### src/fsac_pkg.sv
// Purpose: Constants and types for the fan speed and alarm controller
// Assumes: 10 MHz clock, temperatures in whole degrees C, volts in 0.1 V
// Notes on behaviour
// RULE_01: Any speed command write switches control to command mode.
// RULE_02: Command mode sets one common setpoint from the latest command.
// RULE_03: Temperature mode sets the common voltage from the selected sensor.
// RULE_04: Register full_speed_temperature_setting holds control temperature; at or above it, full voltage.
// RULE_05: Bus selects a 5 or 10 degree ramp span below control temperature.
// RULE_06: Bus selects remote or on-board sensor as the control input.
// RULE_07: With off temperature enabled, regulator off below that setpoint.
// RULE_08: Above alarm temperature raise over-temperature alarm and full voltage.
// RULE_09: Fan count 1 to 9; only that many fans powered and monitored.
// RULE_10: Setpoint is zero or within 12 to 24 volts, nothing between.
// RULE_11: Reset default: temperature mode, remote sensor, 40 C, 5 C span.
// RULE_12: Default configuration idles near 13 volts below 35 C.
// RULE_13: Default fan alarm below 2000 pulses per minute, nine fans.
// RULE_14: Default LED and relay alarms for fan alarm and open remote sensor.
// RULE_15: Fan, temperature, sensor, controller, power faults OR into alarms.
// RULE_16: Sensor status and temperatures readable over the bus.
// RULE_17: Regulator-off command from the bus disables the regulator output.
// RULE_18: Per-fan pass or fail status readable by the bus master.
// RULE_19: A disabled fan channel always reports no alarm.
// RULE_20: In command mode temperatures stay readable but steer nothing.
// RULE_21: Tach pulses counted per window, compared once per window.
package fsac_pkg;
  localparam int NUM_FANS = 9;
  localparam logic [7:0] REG_CTRL = 8'hf0;
  localparam logic [7:0] REG_OFF_TEMP = 8'hf1;
  localparam logic [7:0] REG_ALARM_TEMP = 8'hf2;
  localparam logic [7:0] REG_FAN_COUNT = 8'hf3;
  localparam logic [7:0] REG_SPEED_CMD = 8'hf4;
  localparam logic [7:0] REG_STATUS = 8'hf5;
  localparam logic [7:0] REG_REMOTE_TEMP = 8'hf6;
  localparam logic [7:0] REG_LOCAL_TEMP = 8'hf7;
  localparam logic [7:0] REG_SENSOR_STAT = 8'hf8;
  localparam logic [7:0] REG_FULL_SPEED_TEMP = 8'hf9;
  localparam logic [7:0] REG_FAN_FAIL_LO = 8'hfa;
  localparam logic [7:0] REG_FAN_FAIL_HI = 8'hfb;
  // Control register bit positions
  localparam int CTRL_SENSOR_LOCAL = 0;
  localparam int CTRL_SLOPE_10 = 1;
  localparam int CTRL_REG_OFF = 2;
  localparam int CTRL_OFF_EN = 3;
  // Reset values
  localparam logic [7:0] RST_CTRL = 8'h00;
  localparam logic [7:0] RST_FULL_SPEED_TEMP = 8'h28;
  localparam logic [7:0] RST_OFF_TEMP = 8'h00;
  localparam logic [7:0] RST_ALARM_TEMP = 8'h46;
  localparam logic [3:0] RST_FAN_COUNT = 4'h9;
  // Voltages in 0.1 V, ramp spans in degrees C, ramp steps in 0.1 V per degree
  localparam logic [8:0] VOLT_OFF = 9'h000;
  localparam logic [8:0] VOLT_MIN = 9'h078;
  localparam logic [8:0] VOLT_IDLE = 9'h082;
  localparam logic [8:0] VOLT_FULL = 9'h0f0;
  localparam logic [7:0] SLOPE_NARROW = 8'h05;
  localparam logic [7:0] SLOPE_WIDE = 8'h0a;
  localparam logic [8:0] STEP_NARROW = 9'h016;
  localparam logic [8:0] STEP_WIDE = 9'h00b;
  // Tach window and threshold
  localparam int CLK_KHZ = 10000;
  localparam int TACH_WIN_MS = 3000;
  localparam int TACH_WIN_CYC = TACH_WIN_MS * CLK_KHZ;
  localparam int FAN_ALARM_PPM = 2000;
  localparam int TACH_MIN_PULSES = FAN_ALARM_PPM * TACH_WIN_MS / 60000;

  typedef enum logic {MODE_TEMP = 1'b0, MODE_CMD = 1'b1} fsac_mode_t;

  typedef struct packed {
    logic we;
    logic re;
    logic [7:0] addr;
    logic [7:0] wdata;
  } fsac_req_t;

  typedef struct packed {
    logic [7:0] temp;
    logic fault;
  } fsac_sensor_t;
endpackage : fsac_pkg

### src/fsac_top.sv
// Purpose: Fan voltage setpoint, tach monitor and alarm outputs
// Assumes: Register port and sensor inputs on mclk_i; tach and fault pins async
// Notes: All state in one struct, registered once per clock
`timescale 1ns/1ns
`default_nettype none
module fsac_top #(
  parameter int WIN_CYC = fsac_pkg::TACH_WIN_CYC,
  parameter int MIN_PULSES = fsac_pkg::TACH_MIN_PULSES
) (
  input wire logic mclk_i,
  input wire logic resetn_i,
  input wire fsac_pkg::fsac_req_t req_i,
  input wire fsac_pkg::fsac_sensor_t remote_i,
  input wire fsac_pkg::fsac_sensor_t local_i,
  input wire logic [8:0] tach_i,
  input wire logic ctrl_fail_i,
  input wire logic power_loss_i,
  output logic [7:0] rdata_o,
  output logic rvalid_o,
  output logic [8:0] volt_set_o,
  output logic reg_en_o,
  output logic [8:0] fan_pwr_o,
  output logic led_alarm_o,
  output logic alarm_relay_o
);
  if (WIN_CYC < 2 || MIN_PULSES < 1 || MIN_PULSES > 255)
  begin : g_bad_param
    $error("fsac_top: unsupported window or pulse threshold");
  end

  typedef struct packed {
    logic [8:0] tach_s1;
    logic [8:0] tach_s2;
    logic [8:0] tach_prev;
    logic [1:0] flt_s1;
    logic [1:0] flt_s2;
    logic [8:0][7:0] cnt;
    logic [31:0] win;
    logic [8:0] fan_fail;
    fsac_pkg::fsac_mode_t mode;
    logic [7:0] ctrl;
    logic [7:0] full_temp;
    logic [7:0] off_temp;
    logic [7:0] alarm_temp;
    logic [3:0] fan_count;
    logic [7:0] speed_cmd;
    logic [7:0] rdata;
    logic rvalid;
    logic [8:0] volt;
    logic reg_en;
    logic [8:0] fan_pwr;
    logic over_temp;
    logic alarm;
  } fsac_state_t;

  fsac_state_t st;
  fsac_state_t next_st;

  // Ramp from idle to full over the chosen span below control temp
  function automatic logic [8:0] temp_volt(input logic [7:0] t,
                                           input logic [7:0] tc,
                                           input logic wide);
    logic [7:0] span;
    logic [7:0] base;
    logic [8:0] diff;
    logic [8:0] step;
    span = wide ? fsac_pkg::SLOPE_WIDE : fsac_pkg::SLOPE_NARROW;
    step = wide ? fsac_pkg::STEP_WIDE : fsac_pkg::STEP_NARROW;
    base = (tc > span) ? tc - span : 8'h00;
    diff = {1'b0, t - base};
    if (t >= tc)
      temp_volt = fsac_pkg::VOLT_FULL; // see RULE_04
    else if (t < base)
      temp_volt = fsac_pkg::VOLT_IDLE; // see RULE_12
    else
      temp_volt = 9'(fsac_pkg::VOLT_IDLE + 9'(diff * step)); // see RULE_05
  endfunction : temp_volt

  // Clamp a nonzero command into the operating span
  function automatic logic [8:0] cmd_volt(input logic [7:0] c);
    if (c == 8'h00)
      cmd_volt = fsac_pkg::VOLT_OFF;
    else if ({1'b0, c} < fsac_pkg::VOLT_MIN)
      cmd_volt = fsac_pkg::VOLT_MIN; // see RULE_10
    else if ({1'b0, c} > fsac_pkg::VOLT_FULL)
      cmd_volt = fsac_pkg::VOLT_FULL; // see RULE_10
    else
      cmd_volt = {1'b0, c};
  endfunction : cmd_volt

  logic [7:0] sel_temp;
  logic sel_fault;
  logic [8:0] fan_en;
  logic [8:0] tach_rise;
  logic win_end;
  logic fan_alarm;
  logic sensor_alarm;

  always_comb
  begin
    next_st = st;
    sel_temp = st.ctrl[fsac_pkg::CTRL_SENSOR_LOCAL] ? local_i.temp
                                                    : remote_i.temp; // see RULE_06
    sel_fault = st.ctrl[fsac_pkg::CTRL_SENSOR_LOCAL] ? local_i.fault
                                                     : remote_i.fault;
    for (int i = 0; i < fsac_pkg::NUM_FANS; i++)
      fan_en[i] = (4'(i) < st.fan_count); // see RULE_09
    tach_rise = st.tach_s2 & ~st.tach_prev;
    win_end = (st.win == 32'(WIN_CYC - 1));

    // Input synchronisers
    next_st.tach_s1 = tach_i;
    next_st.tach_s2 = st.tach_s1;
    next_st.tach_prev = st.tach_s2;
    next_st.flt_s1 = {power_loss_i, ctrl_fail_i};
    next_st.flt_s2 = st.flt_s1;

    // Tach window
    next_st.win = win_end ? 32'h0 : st.win + 32'h1;
    for (int i = 0; i < fsac_pkg::NUM_FANS; i++)
    begin
      if (win_end)
      begin
        next_st.fan_fail[i] = fan_en[i] &&
                              (st.cnt[i] < 8'(MIN_PULSES)); // see RULE_21
        next_st.cnt[i] = 8'h00;
      end
      else if (tach_rise[i] && st.cnt[i] != 8'hff)
        next_st.cnt[i] = st.cnt[i] + 8'h01;
      if (!fan_en[i])
        next_st.fan_fail[i] = 1'b0; // see RULE_19
    end

    // Register writes
    next_st.rvalid = req_i.re;
    if (req_i.we)
    begin
      unique case (req_i.addr)
        fsac_pkg::REG_CTRL: next_st.ctrl = req_i.wdata; // see RULE_17
        fsac_pkg::REG_OFF_TEMP: next_st.off_temp = req_i.wdata;
        fsac_pkg::REG_ALARM_TEMP: next_st.alarm_temp = req_i.wdata;
        fsac_pkg::REG_FULL_SPEED_TEMP: next_st.full_temp = req_i.wdata;
        fsac_pkg::REG_FAN_COUNT:
        begin
          if (req_i.wdata >= 8'h01 && req_i.wdata <= 8'h09)
            next_st.fan_count = req_i.wdata[3:0]; // see RULE_09
        end
        fsac_pkg::REG_SPEED_CMD:
        begin
          next_st.speed_cmd = req_i.wdata; // see RULE_02
          next_st.mode = fsac_pkg::MODE_CMD; // see RULE_01
        end
        default: ;
      endcase
    end

    // Register reads
    if (req_i.re)
    begin
      unique case (req_i.addr)
        fsac_pkg::REG_CTRL: next_st.rdata = st.ctrl;
        fsac_pkg::REG_OFF_TEMP: next_st.rdata = st.off_temp;
        fsac_pkg::REG_ALARM_TEMP: next_st.rdata = st.alarm_temp;
        fsac_pkg::REG_FULL_SPEED_TEMP: next_st.rdata = st.full_temp;
        fsac_pkg::REG_FAN_COUNT: next_st.rdata = {4'h0, st.fan_count};
        fsac_pkg::REG_SPEED_CMD: next_st.rdata = st.speed_cmd;
        fsac_pkg::REG_STATUS:
          next_st.rdata = {3'h0, st.flt_s2, st.alarm, st.over_temp,
                           st.mode};
        fsac_pkg::REG_REMOTE_TEMP: next_st.rdata = remote_i.temp; // see RULE_16
        fsac_pkg::REG_LOCAL_TEMP: next_st.rdata = local_i.temp; // see RULE_20
        fsac_pkg::REG_SENSOR_STAT:
          next_st.rdata = {6'h00, local_i.fault, remote_i.fault}; // see RULE_16
        fsac_pkg::REG_FAN_FAIL_LO: next_st.rdata = st.fan_fail[7:0]; // see RULE_18
        fsac_pkg::REG_FAN_FAIL_HI:
          next_st.rdata = {7'h00, st.fan_fail[8]}; // see RULE_18
        default: next_st.rdata = 8'h00;
      endcase
    end

    // Setpoint and regulator enable
    next_st.over_temp = 1'b0;
    if (st.mode == fsac_pkg::MODE_CMD)
      next_st.volt = cmd_volt(st.speed_cmd); // see RULE_20
    else
    begin
      next_st.volt = temp_volt(sel_temp, st.full_temp,
                               st.ctrl[fsac_pkg::CTRL_SLOPE_10]); // see RULE_03
      if (st.ctrl[fsac_pkg::CTRL_OFF_EN] && sel_temp < st.off_temp)
        next_st.volt = fsac_pkg::VOLT_OFF; // see RULE_07
      if (sel_temp > st.alarm_temp)
      begin
        next_st.over_temp = 1'b1; // see RULE_08
        next_st.volt = fsac_pkg::VOLT_FULL;
      end
    end
    if (st.ctrl[fsac_pkg::CTRL_REG_OFF])
      next_st.volt = fsac_pkg::VOLT_OFF; // see RULE_17
    next_st.reg_en = (next_st.volt != fsac_pkg::VOLT_OFF); // see RULE_10
    next_st.fan_pwr = fan_en & {9{next_st.reg_en}}; // see RULE_09

    // Alarms
    fan_alarm = |st.fan_fail; // see RULE_13
    sensor_alarm = (st.mode == fsac_pkg::MODE_TEMP) && sel_fault; // see RULE_14
    next_st.alarm = fan_alarm | st.over_temp | sensor_alarm |
                    st.flt_s2[0] | st.flt_s2[1]; // see RULE_15
  end

  always_ff @(posedge mclk_i)
  begin
    if (!resetn_i)
    begin
      st <= '0;
      st.mode <= fsac_pkg::MODE_TEMP; // see RULE_11
      st.ctrl <= fsac_pkg::RST_CTRL;
      st.full_temp <= fsac_pkg::RST_FULL_SPEED_TEMP; // see RULE_11
      st.off_temp <= fsac_pkg::RST_OFF_TEMP;
      st.alarm_temp <= fsac_pkg::RST_ALARM_TEMP;
      st.fan_count <= fsac_pkg::RST_FAN_COUNT; // see RULE_13
    end
    else
      st <= next_st;
  end

  assign rdata_o = st.rdata;
  assign rvalid_o = st.rvalid;
  assign volt_set_o = st.volt;
  assign reg_en_o = st.reg_en;
  assign fan_pwr_o = st.fan_pwr;
  assign led_alarm_o = st.alarm;
  assign alarm_relay_o = st.alarm;
endmodule : fsac_top
`default_nettype wire

### config.mk
export PLATFORM = sky130hd
export DESIGN_NAME = fsac_top
export DESIGN_NICKNAME = d
export VERILOG_FILES = /design/src/fsac_pkg.sv /design/src/fsac_top.sv
export SDC_FILE = /design/constraint.sdc
export NUM_CORES = 1
export LEC_CHECK = 0
export BUFFER_PORTS_ARGS = -buffer_cell sky130_fd_sc_hd__buf_2
export CAP_MARGIN = 20
export CORE_AREA = 2 2 200 202
export DETAILED_ROUTE_END_ITERATION = 10
export DIE_AREA = 0 0 202 204
export PLACE_DENSITY = 0.48
export SYNTH_ARGS = -nofsm -noshare
export SYNTH_HDL_FRONTEND = slang
export SYNTH_SLANG_ARGS = --single-unit
### constraint.sdc
create_clock -name mclk_i -period 16.95 [get_ports mclk_i]
set_input_delay 3.39 -clock mclk_i [delete_from_list [all_inputs] [get_ports mclk_i]]
set_output_delay 3.39 -clock mclk_i [all_outputs]
set_load 0.1 [all_outputs]
==> summary.txt, run 1 <==
Synth
  • Post-Synth Adder-Cell Area: under 10%
  • Post-synthesis xor/xnor area fraction: 7.78%
  • Area leader, netlist: dfxtp_1
  • Yosys warning total: 0
  • Mapped cell area: about 12000 um^2
  • Synth Instances: between 1000 and 1500
  • Ranking of synthesized cells by area: dfxtp_1 38%, ha_1 6.6%, nor2_1 5.2%
  • Largest family of logic cells by synthesized area: simple AND/OR/NAND/NOR gates
  • Register area share after synthesis: between 30% and 40%
  • Syn_area_per_cell: approximately 8.7 um^2
  • Synth top area share: between 30 and 40%
  • Post-synth top cells: 219 x dfxtp_1, 161 x nor2_1, 101 x nand2_1
  • Asr flop ratio synth: 0%
  • Most common cell in the synthesized netlist: dfxtp_1
  • Post-synthesis cell type count: 69
  • Compound-Gate Fraction of Synth Area: about an eighth
  • Flops & latches, synth: around 220
  • EDFF count, synth: 0
  • Predominant post-synthesis flop cell: dfxtp_1
  • Syn_nets: approximately 1500
  • Simple-gate share of the synthesized area: 23.7%
  • Mux cell area share after synthesis: approximately 4.7%

Die
  • Die area: 41200 um^2
  • Die Y: approximately 200 um
  • # rows: 73
  • Die width: 202 um
  • Initial Utilization: 29.7%
  • I/O pins: 79
  • Core Area: around 40000 um^2

Setup path
  • R2r worst-path depth: 31
  • CP Launch Type: primary input
  • Req. time, crit path: ~17 ns
  • Setup CP Type: primary input to flop
  • CP Data Arrival Time: ~9.1 ns
  • Worst setup EP type: flop
  • CP Max Fanout: 10

STA
  • Fmax: approximately 0.12 GHz
  • Worst slew margin: about two fifths
  • Hold Fails Final Rpt: 0
  • Setup TNS: 0 ns
  • Slew Viols, Final: 0
  • Slew @ Worst Pin: 0.899 ns
  • Setup violations, final: 0
  • Unrepaired setup endpoints after global routing: false
  • Layout Skew: roughly 0.036 ns
  • Clock period minus worst slack: between 8 and 9 ns
  • Final period util: between 50% and 60%

Clock tree
  • CTS Sinks: about 220
  • Worst-Skew Late Latency: ~0.56 ns
  • CTS Buf Count: 26
  • Htree depth: 1
  • CTS Buffer Depth: 3
  • CTS tree: yes
  • Post-CTS Repair Setup Buffers: 0
  • Hold buffer count at CTS: 0
  • Resize count post-CTS: 0
  • Clk slew on worst S/H paths: roughly 0.06 ns
  • CTS Root Buffer Type: clkbuf_16

Drt
  • Post-detailed-route count of antenna-violating nets: 0
  • DR WL/cell: approximately 16 um
  • Routed WL: 30600 um
  • DRT iter0 DRCs: between 500 and 600
  • Vias per inst: 4.84
  • Vias: approximately 9300
  • DRC Markers: 0
  • TritonRoute pass-1 iters: 7

Status
  • Status: complete, no violations

Pwr
  • Sequential share of power: between 30% and 40%
  • Clk network pwr share: 46.2%
  • Gate power share: around 14%
  • Pleak: between 5 and 6 nW
  • IR Drop Worst-Case VDD: 0.0702 mV
  • Net Sw Frac: 26.7%
  • Switching pwr: 0.000358 W
  • Internal power: 0.000981 W
  • PwrDens: around 100 nW/um^2

Global route
  • Vias in the first global route: 9018
  • Largest net degree at the start of global routing: 75
  • Antenna violations before repair: 1
  • Global route total overflow: 0
  • Global-route wire length before repair: between 40000 and 50000 um
  • GRT Overall Usage: 14.9%

Layout
  • Layout area overhead: 14.7%
  • Post-route cell area: ~13000 um^2
  • Layout cells sized above 1: 11.5%
  • Net count, final: about 1500

Placement
  • DP HPWL: around 23000 um
  • GPL Wtd Cong: around 0.83
  • Post-DP Area: 12400 um^2
  • Port Buffers: 78

Job
  • Max_cap viols: 0

Hold path
  • Hold depth: 1
  • Worst Hold Class: flop to flop
## worst max-delay path: stages
cell,delay [ns]
buf_2,0.10
mux2i_1,0.37
ha_1,0.24
inv_1,0.06
fa_1,0.40
a21o_1,0.19
a21oi_1,0.18
xnor2_1,0.26
and2_1,0.22
ha_1,0.23
inv_1,0.06
fa_1,0.44
fa_1,0.54
inv_1,0.07
ha_1,0.29
a21o_1,0.15
a21oi_1,0.22
o21bai_1,0.09
a21oi_1,0.17
xnor2_1,0.15
xnor3_1,0.40
a2111oi_4,0.72
nor2_1,0.11
## placed cells by master (no fill, tap or decap), types with 10 or more instances in the layout
cell	synthesis	layout
nor2b_1	31	31
a21oi_1	33	33
xor2_1	59	59
a21o_1	10	10
and2_1	45	45
a21boi_0	30	30
dfxtp_1	219	219
a22oi_1	15	15
clkbuf_16	0	26
mux2i_1	36	36
o21ai_0	20	20
a31oi_1	16	16
xnor2_1	39	39
nor2_1	161	161
nand3_1	68	68
o21a_1	11	11
buf_2	1	77
nor3_1	23	23
nor3b_1	11	11
nand4_1	37	37
ha_1	61	61
mux2_2	13	13
or3_1	19	19
nand2_1	101	101
inv_1	63	63
and3_1	12	12
fa_1	14	14
## power by group through the flow
stage | sequential [W] | combinational [W] | clock (W)
after global routing | 0.000531 | 0.000213 | 0.000658
after global placement | 0.000542 | 0.000190 | 0
after CTS | 0.000530 | 0.000194 | 0.000638
after floorplan | 0.000542 | 0.000149 | 0
final | 0.000530 | 0.000191 | 0.000618
after detailed placement | 0.000542 | 0.000192 | 0
## metrics by stage
stage / total power, W / worst slack (ns) / hold WS [ns] / cells / utilization (%)
2_1_floorplan: 0.000692 / 8.46 / 0.412 / 1331 / -
3_3_place_gp: 0.000732 / 7.71 / 0.417 / 1863 / 31.5
3_5_place_dp: 0.000733 / 7.64 / 0.417 / 1864 / 31.6
4_1_cts: 0.00136 / 8.20 / 0.432 / 1912 / 34.0
5_1_grt: 0.00140 / 7.80 / 0.450 / 1912 / 34.0
6_report: 0.00134 / 8.26 / 0.431 / 1913 / 34.0
## path summary, 6_finish.rpt
kind / endpoint / startpoint / slack, ns
min reg2reg: next_st[195] / next_st[204] / 0.43
max reg2reg: fan_pwr_o[8] / st[67] / 9.14
max: fan_pwr_o[8] / local_i[1] / 8.26
min: next_st[195] / next_st[204] / 0.43
## routing by layer
metal  share of wire (%)  track usage, %
met1                  47            20.2
met2                  44            23.8
met3                 5.7            2.87
met4                 2.8            4.83
met5                   0               0
## flip-flops by register name (all words and copies together), names as in the netlist
| name | flops |
|---|---|
| volt_set_o | 9 |
| rdata_o | 8 |
| fan_pwr_o | 9 |
| alarm_relay_o | 1 |
| rvalid_o | 1 |
| next_st | 20 |
| reg_en_o | 1 |
| st | 170 |
## area by class of cell
class	count	area (um^2)
clock inverters	20	290
repair buffers	83	450
multi-input cells	973	6640
fillers	4110	25800
diodes	1	2.50
inverters	64	240
flip-flops and latches	219	4380
well taps	525	657
clock buffers	28	678
## kinds of logic after synthesis
family | Yosys count
simple gates | 550
fa+ha+maj | 75
buf+inv | 139
other cells | 1
xor+xnor | 100
flops | 219
mux | 51
compound gates | 196
(Power assumes the default switching activity.)
==> inputs of run 2 (changes only) <==
Settings changed: ABC_AREA set to 1, CORE_AREA 2 2 200 202 to 2 2 205 207, DIE_AREA 0 0 202 204 to 0 0 207 209.
Clock period 16.95 ns to 9.1 ns, I/O delays scaled along.
==> summary.txt, run 2 <==
Global route
  • Largest net degree at the start of global routing: 84
  • Global-route wire length before repair: around 54000 um
  • Vias in the first global route: approximately 10000
  • Antenna violations before repair: 0
  • GRT Overall Usage: 15.2%
  • Global route total overflow: 0

Clock tree
  • Hold buffer count at CTS: 0
  • Clk slew on worst S/H paths: 0.06 ns
  • CTS Buffer Depth: 3
  • CTS tree: yes
  • CTS Root Buffer Type: clkbuf_16
  • Post-CTS Repair Setup Buffers: 0
  • Worst-Skew Late Latency: ~0.55 ns
  • Resize count post-CTS: 0
  • CTS Sinks: 219
  • CTS Buf Count: 26
  • Htree depth: 1

Layout
  • Most common cell after layout, fill and taps aside: nand2_1
  • Fillers: 4523
  • Area occupied by multi-input gates: approximately 6300 um^2
  • Max reg flops: 170
  • Ant. Diodes: 0
  • Layout area overhead: 14.8%
  • Most frequent cells in the layout: 348 x nand2_1, 290 x inv_1, 219 x dfxtp_1, 136 x nor2_1, 135 x a21oi_1
  • Layout cells sized above 1: about 11%
  • Top reg by flops: st
  • FF/Latch Area: 4380 um^2
  • Net count, final: 1886

Synth
  • Synth Instances: around 1700
  • Register area share after synthesis: a little over a third
  • Predominant post-synthesis flop cell: dfxtp_1
  • Asr flop ratio synth: 0%
  • Flops & latches, synth: roughly 220
  • Synth top area share: a little over a third
  • Post-synthesis xor/xnor area fraction: between 1.5 and 2%
  • Post-synth top cells: 349 x nand2_1, 290 x inv_1, 219 x dfxtp_1
  • Ranking of synthesized cells by area: dfxtp_1 36%, nand2_1 11%, inv_1 9.0%
  • Post-Synth Adder-Cell Area: between 8 and 9%
  • Most common cell in the synthesized netlist: nand2_1
  • Syn_nets: 1832
  • Mapped cell area: approximately 12000 um^2
  • Mux cell area share after synthesis: 0%
  • Largest family of logic cells by synthesized area: simple AND/OR/NAND/NOR gates
  • Yosys warning total: 0
  • EDFF count, synth: 0
  • Simple-gate share of the synthesized area: 28.1%
  • Syn_area_per_cell: slightly above 7 um^2
  • Compound-Gate Fraction of Synth Area: a little over an eighth
  • Area leader, netlist: dfxtp_1
  • Post-synthesis cell type count: between 50 and 60

STA
  • Layout Skew: 0.0252 ns
  • Hold_ws: 0.415 ns
  • Setup TNS: 0 ns
  • Slew @ Worst Pin: 0.999 ns
  • Final Worst Setup Slack: ~2.4 ns
  • Setup violations, final: 0
  • Hold Fails Final Rpt: 0
  • Unrepaired setup endpoints after global routing: false
  • Fmax: around 0.15 GHz
  • Final period util: around 73%
  • Slew Viols, Final: 0
  • Worst slew margin: roughly a third
  • Clock period minus worst slack: approximately 6.7 ns

Pwr
  • PwrDens: around 180 nW/um^2
  • IR Drop Worst-Case VDD: between 0.1 and 0.15 mV
  • Pleak: between 6 and 7 nW

Setup path
  • CP dominant cell by count: inv_1
  • CP Max Fanout: 15
  • Req. time, crit path: 9.53 ns
  • R2R Path Start: st[67]
  • Setup CP Type: flop to flop
  • Worst path max stage delay: 0.57 ns
  • R2r worst-path depth: 39
  • CP Data Arrival Time: 7.09 ns
  • R2R setup slack: ~2.4 ns
  • FF-to-FF End: reg_en_o
  • Worst setup EP type: flop
  • CP Launch Type: flop
  • Worst path slowest cell: dfxtp_1

Die
  • Die Y: between 200 and 250 um
  • Initial Utilization: 29.4%
  • # rows: 75
  • Die width: 207 um
  • I/O pins: around 80
  • Core Area: about 41000 um^2
  • Die area: ~43000 um^2

Drt
  • DRC Markers: 0
  • DRT iter0 DRCs: 611
  • Post-detailed-route count of antenna-violating nets: 0
  • TritonRoute pass-1 iters: 5
  • Vias per inst: approximately 4.7
  • Vias: between 10000 and 15000
  • Routed WL: around 33000 um
  • DR WL/cell: ~14 um

Placement
  • GPL Wtd Cong: between 0.9 and 1
  • Port Buffers: 78
  • DP HPWL: 25600 um
  • Setup WS pre-CTS: 2.34 ns

Job
  • Max_cap viols: 0

Status
  • Status: complete, no violations

Hold path
  • Worst Hold Class: flop to flop
  • Hold endpoint: next_st[199]
  • Min-delay src: next_st[208]
  • Hold depth: 2
-- run 2: worst max path at each step --
stage,startpoint,end,slack (ns),cells after the start
4_1_cts,st[67],reg_en_o,2.41,39
6_report,st[67],reg_en_o,2.44,39
3_5_place_dp,local_i[1],reg_en_o,2.34,31
2_1_floorplan,local_i[1],fan_pwr_o[2],2.96,30
3_3_place_gp,local_i[1],reg_en_o,2.42,31
5_1_grt,st[67],reg_en_o,1.78,36
-- run 2: power breakdown --
part | internal [W] | switching [W] | leakage (nW)
registers | 0.000975 | 0.0000100 | 1.78
clock network | 0.000769 | 0.000433 | 0.487
logic | 0.000111 | 0.000227 | 3.87
-- run 2: cells by family after synthesis --
family	count (synthesis)
simple gates	740
buf+inv	356
compound gates	292
flops	219
fa+ha+maj	75
xor+xnor	25
other cells	1
-- run 2: metrics by stage --
| stage | power [W] | std cells | area [um^2] | util, % |
|---|---|---|---|---|
| final | 0.00252 | 2321 | 13900 | 33.8 |
| after global routing | 0.00265 | 2321 | 13900 | 33.8 |
| after CTS | 0.00256 | 2321 | 13900 | 33.8 |
| after detailed placement | 0.00135 | 2273 | 12900 | 31.3 |
| after global placement | 0.00134 | 2273 | 12900 | 31.3 |
| after floorplan | 0.00127 | 1708 | 12100 | - |
-- run 2: area by class of cell --
| class | instances | area share [%] |
|---|---|---|
| Timing Repair Buffer | 85 | 3.18 |
| Inverter | 297 | 8.02 |
| Sequential cell | 219 | 31.5 |
| Clock buffer | 34 | 5.24 |
| Tap cell | 539 | 4.84 |
| Clock inverter | 14 | 2.03 |
| Multi-Input combinational cell | 1133 | 45.2 |
-- run 2: worst max-delay path, delay by kind of cell, from the launching register on --
family          cells  cell delay (ns)
xor+xnor            1             0.21
compound gates      3             0.42
flops               1             0.57
buf+inv             9             0.87
fa+ha+maj           8             2.72
simple gates       18             1.76
-- run 2: layer usage --
metal / track usage [%] / wire (um) / vias up
met1: 21.3 / 16400 / 4930
li1: - / - / 5607
met2: 24.9 / 14500 / 241
met5: 0 / 0 / -
met3: 1.88 / 1550 / 52
met4: 3.47 / 665 / 0
==> inputs of run 3 (changes only) <==
Settings changed: PLACE_DENSITY 0.48 to 0.49.
Clock period 9.1 ns to 5.5 ns, I/O delays scaled along.
==> summary.txt, run 3 (same netlist as run 2, synthesis figures left out) <==
Setup path
  • Req. time, crit path: between 5 and 6 ns
  • Worst setup EP type: flop
  • CP Max Fanout: 5
  • CP Launch Type: flop
  • Worst path slowest cell: fa_1
  • Worst path max stage delay: approximately 0.52 ns
  • Setup CP Type: flop to flop
  • CP Data Arrival Time: 6.09 ns
  • CP dominant cell by count: nand2_2

Status
  • Status: finished with violations
  • Failing checks: negative setup slack

Pwr
  • Sequential share of power: between 40% and 50%
  • Net Sw Frac: between 20% and 30%
  • Switching pwr: ~0.0011 W
  • Pleak: 6.38 nW
  • IR Drop Worst-Case VDD: 0.261 mV
  • PwrDens: 268 nW/um^2
  • Internal power: around 0.0028 W
  • Gate power share: between 15 and 20%
  • Clk network pwr share: just over 40%

Placement
  • Placed cells: around 2300
  • Setup WS pre-CTS: -0.281 ns
  • Post-DP Area: around 13000 um^2
  • DP HPWL: ~26000 um
  • Port Buffers: 78
  • GPL Wtd Cong: approximately 0.88

Clock tree
  • Worst-Skew Late Latency: around 0.52 ns
  • CTS Buf Count: 25
  • Hold buffer count at CTS: 0
  • CTS Sinks: between 200 and 250
  • Htree depth: 1
  • CTS tree: yes
  • CTS Buffer Depth: 3
  • CTS Root Buffer Type: clkbuf_16
  • Clk slew on worst S/H paths: roughly 0.06 ns

Layout
  • Ant. Diodes: 0
  • Top reg by flops: st
  • Layout area overhead: 21.2%
  • Layout cells sized above 1: between 10% and 20%
  • Max reg flops: 170
  • Most frequent cells in the layout: 324 x nand2_1, 270 x inv_1, 217 x dfxtp_1, 129 x nor2_1, 129 x a21oi_1
  • Net count, final: approximately 2000
  • Final std cells w/o fill: around 2400
  • Post-route cell area: between 10000 and 15000 um^2
  • Most common cell after layout, fill and taps aside: nand2_1
  • Final Util: 35.6%

Drt
  • Vias: around 11000
  • TritonRoute pass-1 iters: 5
  • Vias per inst: approximately 4.7
  • DR WL/cell: between 10 and 15 um
  • DRC Markers: 0
  • DRT iter0 DRCs: 652
  • Post-detailed-route count of antenna-violating nets: 0
  • Routed WL: about 34000 um

STA
  • Slew Viols, Final: 0
  • Worst slew margin: between 40% and 50%
  • Slew @ Worst Pin: approximately 0.9 ns
  • Unrepaired setup endpoints after global routing: true
  • Hold Fails Final Rpt: 0
  • Layout Skew: 0.00775 ns
  • Final period util: 103%
  • Final Worst Setup Slack: -0.170 ns
  • Clock period minus worst slack: between 5 and 6 ns
  • Setup violations, final: 12
  • Fmax: about 0.18 GHz

Hold path
  • Worst Hold Class: flop to flop

Global route
  • Global-route wire length before repair: about 56000 um
  • Vias in the first global route: approximately 11000
  • Antenna violations before repair: 0
  • GRT Overall Usage: between 10% and 20%
  • Largest net degree at the start of global routing: 48
  • Global route total overflow: 0

Die
  • Initial Utilization: 29.4%
  • # rows: 75
  • Core Area: between 40000 and 50000 um^2
  • Die area: 43300 um^2
  • I/O pins: between 70 and 80
  • Die Y: approximately 210 um
  • Die width: just over 200 um

Job
  • Max_cap viols: 0
run 3: metal layers:
metal,vias up,GRT usage [%],routed length [um]
li1,5748,-,-
met1,5084,20.8,16100
met2,236,26.4,15500
met3,41,2.60,1850
met4,0,3.30,629
met5,-,0,0
run 3: critical path: cells and delay by family, from the launching register on:
kind	cells	cell delay [ns]
adder cells (fa/ha/maj)	7	2.54
AND/OR/NAND/NOR	20	1.87
flip-flops	1	0.32
AO/OA/AOI/OAI	3	0.29
buffers and inverters	9	0.53
run 3: path summary, 6_finish.rpt:
| kind | start | endpoint | slack (ns) | cells after the start |
|---|---|---|---|---|
| min reg2reg | next_st[202] | next_st[193] | 0.41 | 2 |
| max reg2reg | st[58] | fan_pwr_o[4] | -0.17 | 39 |
| min | next_st[202] | next_st[193] | 0.41 | 2 |
| max | st[58] | fan_pwr_o[4] | -0.17 | 39 |
run 3: area by class of cell:
class,instances,area [um^2]
clock buffer,34,699
clock inverter,12,98.8
fill,4464,26600
inverter,297,1130
multi-input combinational,1134,6760
sequential,219,4390
tap,539,674
timing repair buffer,152,970
run 3: per-stage QoR:
| step | total power (W) | hold WS, ns | setup TNS [ns] |
|---|---|---|---|
| 3_3_place_gp | 0.00229 | 0.399 | -1.29 |
| 4_1_cts | 0.00395 | 0.416 | -2.10 |
| 5_1_grt | 0.00413 | 0.440 | -5.66 |
| 2_1_floorplan | 0.00214 | 0.390 | 0 |
| 3_5_place_dp | 0.00230 | 0.404 | -2.73 |
| 6_report | 0.00394 | 0.413 | -1.68 |
run 3: repair_timing:
| item | in CTS | in global routing |
|---|---|---|
| setup buffers | 14 | 6 |
| hold endpoints to repair | 0 | 0 |
| pin swaps | 31 | 46 |
| setup endpoints to repair | 11 | 14 |
| resized for setup | 26 | 63 |
| cloned | 1 | 0 |
run 3: power groups by stage:
stage          clock network [W]  registers (W)  logic [W]
5_1_grt                  0.00171        0.00163   0.000793
6_report                 0.00161        0.00163   0.000707
4_1_cts                  0.00165        0.00163   0.000669
3_3_place_gp                   0        0.00166   0.000629
3_5_place_dp                   0        0.00166   0.000633
2_1_floorplan                  0        0.00167   0.000470
